### config.mk
export PLATFORM = sky130hd
export DESIGN_NAME = sar_dev_flat
export DESIGN_NICKNAME = d
export VERILOG_FILES = /design/src/hw/sar_pkg.sv /design/src/hw/sar_link_if.sv /design/src/hw/sar_dev.sv /design/src/flat_wrapper.sv
export SDC_FILE = /design/constraint.sdc
export NUM_CORES = 1
export LEC_CHECK = 0
export BUFFER_PORTS_ARGS = -buffer_cell sky130_fd_sc_hd__buf_2
export CAP_MARGIN = 10
export CORE_MARGIN = 1
export CORE_UTILIZATION = 30
export DETAILED_ROUTE_END_ITERATION = 10
export PLACE_DENSITY_LB_ADDON = 0.25
export SETUP_SLACK_MARGIN = 0.2
export SYNTH_ARGS = -nofsm -noshare
export SYNTH_HDL_FRONTEND = slang
export SYNTH_SLANG_ARGS = --single-unit
export TNS_END_PERCENT = 5
### constraint.sdc
create_clock -name clk -period 3.8 [get_ports clk]
set_clock_uncertainty 0.05 [all_clocks]
set_input_delay 0.76 -clock clk [delete_from_list [all_inputs] [get_ports clk]]
set_output_delay 0.76 -clock clk [all_outputs]
set_load 0.005 [all_outputs]
### src/hw/sar_pkg.sv
// shared constants for the converter readout sequencer and its serial master
// assumes both ends run on one 100 MHz clock and meet in sar_link_if
package sar_pkg;
   localparam int RES_W = 16;
   localparam int CNT_W = 6;
   localparam int CLK_HZ = 100_000_000;
   // counts of falling bit clock edges after select falls
   localparam logic [5:0] NULL_FALL = 6'h05;
   localparam logic [5:0] MSB_FALL = 6'h06;
   localparam logic [5:0] LSB_FALL = 6'h15;
   localparam logic [5:0] REV_END_FALL = 6'h24;
   localparam logic [5:0] TRI_FALL = 6'h25;
   // host timing: preferred bit clock rate, least select-high time
   localparam int BIT_CLK_HZ = 2_400_000;
   localparam int HALF_CYC = CLK_HZ / (2 * BIT_CLK_HZ);
   localparam int CS_HIGH_NS = 200;
   localparam int CS_HIGH_CYC = (CS_HIGH_NS * (CLK_HZ / 1_000_000) + 999) / 1000;
   // host samples the msb at this rising edge count
   localparam logic [5:0] MSB_RISE = 6'h07;
   localparam int FIFO_DEPTH = 4;
   typedef enum logic [1:0] {SAR_IDLE, SAR_RUN, SAR_GAP} sar_hstate_t;
endpackage

### src/hw/sar_link_if.sv
// three-wire serial link between the serial master and the converter
// assumes the testbench resolves the shared data wire from dout_oe_n
`timescale 1ns/1ps
`default_nettype none
interface sar_link_if;
   logic cs_n;
   logic sclk;
   logic dout;
   logic dout_oe_n;
   modport dev (input cs_n, input sclk, output dout, output dout_oe_n);
   modport host (output cs_n, output sclk, input dout, input dout_oe_n);
endinterface
`default_nettype wire

### src/hw/sar_dev.sv
// converter end: acquisition, bit-per-clock decisions and serial readout
// assumes select and bit clock arrive as pins from the master and are
// resampled on clk; sample_in is the digitised analog level
//
// Functional notes
// RQ1: data changes on each bit clock fall
// RQ2: master samples data on rising clock edge
// RQ3: select falling starts conversion and transfer
// RQ4: first 4.5 to 5 periods acquire input
// RQ5: fifth fall enables output, drives null low
// RQ6: sixteen result bits follow, msb first
// RQ7: after lsb, clocks resend result lsb first
// RQ8: after resent msb output floats, clocks ignored
// RQ9: new conversion only after select high-low
// RQ10: result is unsigned straight binary
// RQ11: power down on completion or select high
// RQ12: select low keeps digital on, analog off
// RQ13: master clocks fast, then holds select high
// RQ14: bits leave as decided; select aborts anytime
// RQ15: one decision per clock, output same cycle
// RQ16: full cycles supported up to 100kHz
// RQ17: shifted bits belong to current conversion
// RQ18: output floats while select high and acquiring
`timescale 1ns/1ps
`default_nettype none
module sar_dev (
   input wire logic clk,
   input wire logic rst,
   sar_link_if.dev link,
   input wire logic [15:0] sample_in,
   output logic analog_pd,
   output logic digital_pd,
   output logic [15:0] result,
   output logic result_valid
);
   logic cs_s1_q;
   logic cs_s2_q;
   logic cs_s3_q;
   logic ck_s1_q;
   logic ck_s2_q;
   logic ck_s3_q;
   logic [5:0] cnt_q;
   logic [5:0] cnt_nx;
   logic [15:0] hold_q;
   logic [15:0] smp_s1_q;
   logic [15:0] smp_s2_q;
   logic [15:0] res_q;
   logic [3:0] idx;
   logic dec_bit;
   logic fall;
   logic cs_fall;
   logic dout_q;
   logic oe_n_q;
   logic analog_pd_q;
   logic digital_pd_q;
   logic [15:0] result_q;
   logic result_valid_q;

   // one comparator decision: keep the trial bit when the input reaches it
   function automatic logic sar_decide(input logic [15:0] res, input logic [3:0] i,
                                       input logic [15:0] lvl);
      logic [15:0] trial;
      trial = res | (16'h0001 << i);
      return lvl >= trial;
   endfunction

   // pins come from the master's domain, so two flops before any use
   always_ff @(posedge clk or posedge rst) begin
      if (rst) begin
         cs_s1_q <= 1'b1;
         cs_s2_q <= 1'b1;
         cs_s3_q <= 1'b1;
         ck_s1_q <= 1'b0;
         ck_s2_q <= 1'b0;
         ck_s3_q <= 1'b0;
      end else begin
         cs_s1_q <= link.cs_n;
         cs_s2_q <= cs_s1_q;
         cs_s3_q <= cs_s2_q;
         ck_s1_q <= link.sclk;
         ck_s2_q <= ck_s1_q;
         ck_s3_q <= ck_s2_q;
      end
   end

   // the level comes from outside the clock domain as well; it must hold
   // still around the select fall, because a word resampled while it moves
   // may tear between bits
   always_ff @(posedge clk or posedge rst) begin
      if (rst) begin
         smp_s1_q <= '0;
         smp_s2_q <= '0;
      end else begin
         smp_s1_q <= sample_in;
         smp_s2_q <= smp_s1_q;
      end
   end

   // maps a fall count onto the result bit decided at that fall
   function automatic logic [3:0] sarlo(input logic [5:0] n);
      logic [5:0] k;
      k = 6'h0f - (n - sar_pkg::MSB_FALL);
      return k[3:0];
   endfunction

   // edge detectors look only at the second and third stages
   assign fall = ck_s3_q && !ck_s2_q && !cs_s2_q; // RQ1
   assign cs_fall = cs_s3_q && !cs_s2_q; // RQ3
   // a cycle that stops at the lsb needs 22 bit clocks, so the preferred
   // bit clock keeps a 100kHz frame rate in reach; the counter never wraps
   assign cnt_nx = cnt_q + 6'h01; // RQ16
   // bit index of the decision made at this fall: msb at the sixth
   assign idx = 4'(sarlo(cnt_nx));
   assign dec_bit = sar_decide(res_q, idx, hold_q); // RQ15

   // fall counter; it stops at the float point so extra clocks do nothing
   always_ff @(posedge clk or posedge rst) begin
      if (rst) begin
         cnt_q <= '0;
      end else if (cs_s2_q || cs_fall) begin
         cnt_q <= '0; // RQ9
      end else if (fall && cnt_q != sar_pkg::TRI_FALL) begin
         cnt_q <= cnt_nx; // RQ8
      end
   end

   // capture the level at the select fall; acquisition covers the first
   // five falls, so the stored copy stands for the held capacitor array
   always_ff @(posedge clk or posedge rst) begin
      if (rst) begin
         hold_q <= '0;
      end else if (cs_fall) begin
         hold_q <= smp_s2_q; // RQ4 RQ10
      end
   end

   // successive approximation register, cleared for each conversion so
   // no earlier result can leak into this transfer
   always_ff @(posedge clk or posedge rst) begin
      if (rst) begin
         res_q <= '0;
      end else if (cs_fall) begin
         res_q <= '0; // RQ17
      end else if (fall && cnt_nx >= sar_pkg::MSB_FALL && cnt_nx <= sar_pkg::LSB_FALL) begin
         res_q[idx] <= dec_bit; // RQ15
      end
   end

   // serial output: null, msb first, then lsb first, then float
   always_ff @(posedge clk or posedge rst) begin
      if (rst) begin
         dout_q <= 1'b0;
         oe_n_q <= 1'b1;
      end else if (cs_s2_q) begin
         dout_q <= 1'b0;
         oe_n_q <= 1'b1; // RQ18
      end else if (fall && cnt_q != sar_pkg::TRI_FALL) begin
         if (cnt_nx < sar_pkg::NULL_FALL) begin
            oe_n_q <= 1'b1; // RQ18
         end else if (cnt_nx == sar_pkg::NULL_FALL) begin
            dout_q <= 1'b0; // RQ5
            oe_n_q <= 1'b0;
         end else if (cnt_nx <= sar_pkg::LSB_FALL) begin
            dout_q <= dec_bit; // RQ6 RQ14
         end else if (cnt_nx <= sar_pkg::REV_END_FALL) begin
            dout_q <= res_q[4'(cnt_nx - sar_pkg::LSB_FALL)]; // RQ7
         end else begin
            dout_q <= 1'b0;
            oe_n_q <= 1'b1; // RQ8
         end
      end
   end

   // completed word and a one-cycle strobe once the lsb is decided
   always_ff @(posedge clk or posedge rst) begin
      if (rst) begin
         result_q <= '0;
         result_valid_q <= 1'b0;
      end else begin
         result_valid_q <= fall && cnt_nx == sar_pkg::LSB_FALL;
         if (fall && cnt_nx == sar_pkg::LSB_FALL) begin
            result_q <= {res_q[15:1], dec_bit}; // RQ10
         end
      end
   end

   // analog section sleeps once the lsb is decided or select is high;
   // digital section sleeps only with select high, since a low select
   // with a running clock must still shift the reversed word out
   always_ff @(posedge clk or posedge rst) begin
      if (rst) begin
         analog_pd_q <= 1'b1;
         digital_pd_q <= 1'b1;
      end else begin
         analog_pd_q <= cs_s2_q || cnt_q >= sar_pkg::LSB_FALL; // RQ11
         digital_pd_q <= cs_s2_q; // RQ12
      end
   end

   assign link.dout = dout_q;
   assign link.dout_oe_n = oe_n_q;
   assign analog_pd = analog_pd_q;
   assign digital_pd = digital_pd_q;
   assign result = result_q;
   assign result_valid = result_valid_q;
endmodule
`default_nettype wire

### src/flat_wrapper.sv
// flat-port wrapper written by rule: the top's interface ports become plain ports
module sar_dev_flat 
  (clk, rst, sample_in, analog_pd, digital_pd, result, result_valid, link_cs_n, link_sclk, link_dout, link_dout_oe_n);
  sar_link_if link_i ();
  input wire logic clk;
  input wire logic rst;
  input wire logic [15:0] sample_in;
  output logic analog_pd;
  output logic digital_pd;
  output logic [15:0] result;
  output logic result_valid;
  input wire logic [$bits(link_i.cs_n)-1:0] link_cs_n;
  input wire logic [$bits(link_i.sclk)-1:0] link_sclk;
  output wire logic [$bits(link_i.dout)-1:0] link_dout;
  output wire logic [$bits(link_i.dout_oe_n)-1:0] link_dout_oe_n;
  assign link_i.cs_n = link_cs_n;
  assign link_i.sclk = link_sclk;
  assign link_dout = link_i.dout;
  assign link_dout_oe_n = link_i.dout_oe_n;
  sar_dev u_core (.clk(clk), .rst(rst), .link(link_i), .sample_in(sample_in), .analog_pd(analog_pd), .digital_pd(digital_pd), .result(result), .result_valid(result_valid));
endmodule
==> flow_metrics.tcl <==
set metrics [dict create \
    cts-root-buf "clkbuf_16" \
    worstMarginPinSlew_ns 1.02 \
    drtIter0Drc 105 \
    synth_cell_types 54 \
    coreArea_um2 14600 \
    ys_warn_count 0 \
    dr.pass1.iters 4 \
    ys_dominant_reg_cell "dfrtp_1" \
    syn_to_final_growth_pct 20.5 \
    hold_path_startpoint "u_core.smp_s1_q[15]$_DFF_PP0_" \
    yosysMostFrequentCell "dfrtp_1" \
    critPathLaunchType "flop" \
    comb_power_share 0.090 \
    synth-seq-cells 96 \
    cp.required_ns 3.98 \
    io_buffers 40 \
    slew_headroom 0.320 \
    avgSynthCellArea_um2 12.5 \
    syn_inst 361 \
    power.density_nw_per_um2 409 \
    hold_viol_final 0 \
    routed_wl_um 9660 \
    remaining_drc_errors 0 \
    maxCapViolCount 0 \
    synth_top_area_share 0.505 \
    hold_ws_ns 0.298 \
    vias 2892 \
    status "finished clean" \
    dieArea_um2 15500 \
    p_sw_frac 0.246 \
    finalCriticalPeriod_ns 3.52 \
    startpoint "u_core.cnt_q[1]$_DFFE_PP0P_" \
    clock_latency_ns 0.35 \
    antenna_found_initial 0 \
    power_frac_clock 0.417 \
    max_freq_mhz 284 \
    arrival_ns 3.70 \
    rsz0062_at_grt "true" \
    rows 44 \
    p_int_mw 1.68 \
    wire_per_inst_um 16.2 \
    antenna_left 0 \
    place.gp.congestion 0.841 \
    leakagePower_nw 2.59 \
    final-setup-viol-count 0 \
    grt.total_usage 0.129 \
    clkSlewWorstSetupHoldPaths_ns 0.07 \
    p_total_mw 2.22 \
    cts_hold_buf 0 \
    grt_pass1_vias 2987 \
    layout.nets 451 \
    switching_power_mw 0.546 \
    dpl_worst_slack_ns -0.0277 \
    synth_edf_count 0 \
    drv_slew 0 \
    sequentialPowerShare 0.493 \
    cts_buffers 9 \
    viasPerCell 4.86 \
    synthArstFlopShare 1.00 \
    dp_hpwl_um 6600 \
    grt_pass1_wl_um 15600 \
    critPathCaptureType "flop" \
    cts_tree "built" \
    io_pins 41 \
    fp.dieH_um 125 \
    netlist_top_cells_count "91 x dfrtp_1, 26 x mux2i_1, 26 x nand2_1" \
    synthTopCellsByArea "dfrtp_1 50%, ha_1 6.9%, mux2i_1 5.8%, mux2_2 5.5%, mux2_4 3.3%" \
    die_x_um 125 \
    n_antenna_cell 0 \
    setup_slack_ns 0.278 \
    crit_type "reg -> reg" \
    ys_seq_area_frac 0.534 \
    synth_nets 406 \
    grt_start_max_net_pins 62 \
    htree_num_levels 3 \
    finalSetupTns_ns 0 \
    syn-cell-area_um2 4510 \
    cts.sinks 96 \
    grt_overflow 0 \
    hp-class "reg -> reg" \
    critPathMaxFanout 8 \
    peakVddDrop_v 0.000240 \
    synth_top_area_cell "dfrtp_1" \
    start_util 0.309 \
    drive_gt1_frac 0.360 \
    worst_r2r_startpoint "u_core.cnt_q[1]$_DFFE_PP0P_" \
    cts_buffer_depth 2 \
    min_period_over_period 0.927 \
]
through the flow:
step / util / cells / cell area, um2
final: 0.373 / 595 / 5440
after global routing: 0.373 / 595 / 5440
after CTS: 0.366 / 593 / 5330
after detailed placement: 0.341 / 576 / 4970
after global placement: 0.341 / 576 / 4970
after floorplan: - / 361 / 4580
what timing repair did:
| action | CTS | global route |
|---|---|---|
| buffers inserted | 0 | 2 |
| hold endpoints to repair | 0 | 0 |
| setup endpoints to repair | 18 | 18 |
| resized for setup | 9 | 19 |
| pin swaps | 1 | 10 |
| cloned | 1 | 0 |
path summary, 6_finish.rpt:
| kind | slack [ns] | to | depth (start not counted) |
|---|---|---|---|
| setup / recovery | 0.28 | u_core.result[0]$_DFFE_PP0P_ | 14 |
| hold / removal | 0.30 | u_core.smp_s2_q[15]$_DFF_PP0_ | 0 |
| setup reg to reg | 0.28 | u_core.result[0]$_DFFE_PP0P_ | 14 |
| hold reg to reg | 0.30 | u_core.smp_s2_q[15]$_DFF_PP0_ | 0 |
| max in group asynchronous | 2.54 | u_core.res_q[2]$_DFFE_PP0P_ | 3 |
| min in group asynchronous | 0.50 | u_core.cnt_q[0]$_DFFE_PP0P_ | 2 |
registers in the layout, indices dropped and copies added (netlist names), 6 cells and up:
register	flops
u_core.hold_q	16
u_core.cnt_q	6
u_core.res_q	16
u_core.smp_s2_q	16
u_core.smp_s1_q	16
u_core.result	16
logic make-up (layout without fill, tap and decap cells):
logic type	count (synthesis)	in the layout	synth area share
AO/OA/AOI/OAI	50	50	0.0699
multiplexers	61	61	0.160
XOR/XNOR	13	13	0.0294
AND/OR/NAND/NOR	87	88	0.101
flip-flops	96	96	0.534
buffers and inverters	29	78	0.0369
adder cells (fa/ha/maj)	25	25	0.0693
critical path, cell delays in order (launching register included):
cell	delay [ns]
dfrtp_2	0.45
ha_4	0.19
xor2_4	0.18
ha_4	0.19
xnor2_4	0.16
xor2_2	0.20
nor2_2	0.13
buf_6	0.15
a21oi_2	0.06
ha_1	0.34
a21oi_1	0.13
o21ai_0	0.11
a21oi_1	0.18
or4b_4	0.57
mux2_4	0.29
area by class of cell:
type | count | area, um2
clock inverter | 7 | 78.8
multi-input combinational | 237 | 2140
tap | 184 | 230
sequential | 96 | 2410
fill | 1398 | 9150
inverter | 8 | 32.5
clock buffer | 9 | 225
timing repair buffer | 54 | 322
placed cells by master, fill, tap and decap left out, drive strengths merged, types with 2 or more instances in the layout:
cell type / count
nand3: 19
nand3b: 4
or3: 2
and4: 2
a2111oi: 2
a211o: 3
a21oi: 24
a21bo: 2
nand4: 3
nor3: 4
xor2: 6
a21boi: 2
clkbuf: 9
mux2: 32
mux4: 2
buf: 54
ha: 25
nor2: 15
inv: 11
dfrtp: 91
a31oi: 3
o21ai: 7
nand2: 28
dfstp: 5
xnor2: 7
clkinv: 2
nand2b: 4
mux2i: 27
metal layers:
layer | GRT usage | wire, um | vias up | share of wire
met2 | 0.210 | 4700 | 58 | 0.49
met4 | 0.0595 | 216 | 0 | 0.022
met1 | 0.168 | 4410 | 1452 | 0.46
met3 | 0.0202 | 325 | 14 | 0.034
met5 | 0 | 0 | - | 0
li1 | - | - | 1368 | -
power groups by stage:
stage	clock network, mW	logic, mW	registers [mW]
5_1_grt	0.991	0.219	1.10
2_1_floorplan	0	0.120	1.10
3_3_place_gp	0	0.162	1.11
4_1_cts	0.953	0.186	1.10
6_report	0.927	0.200	1.09
3_5_place_dp	0	0.170	1.11
(Power assumes the default switching activity.)
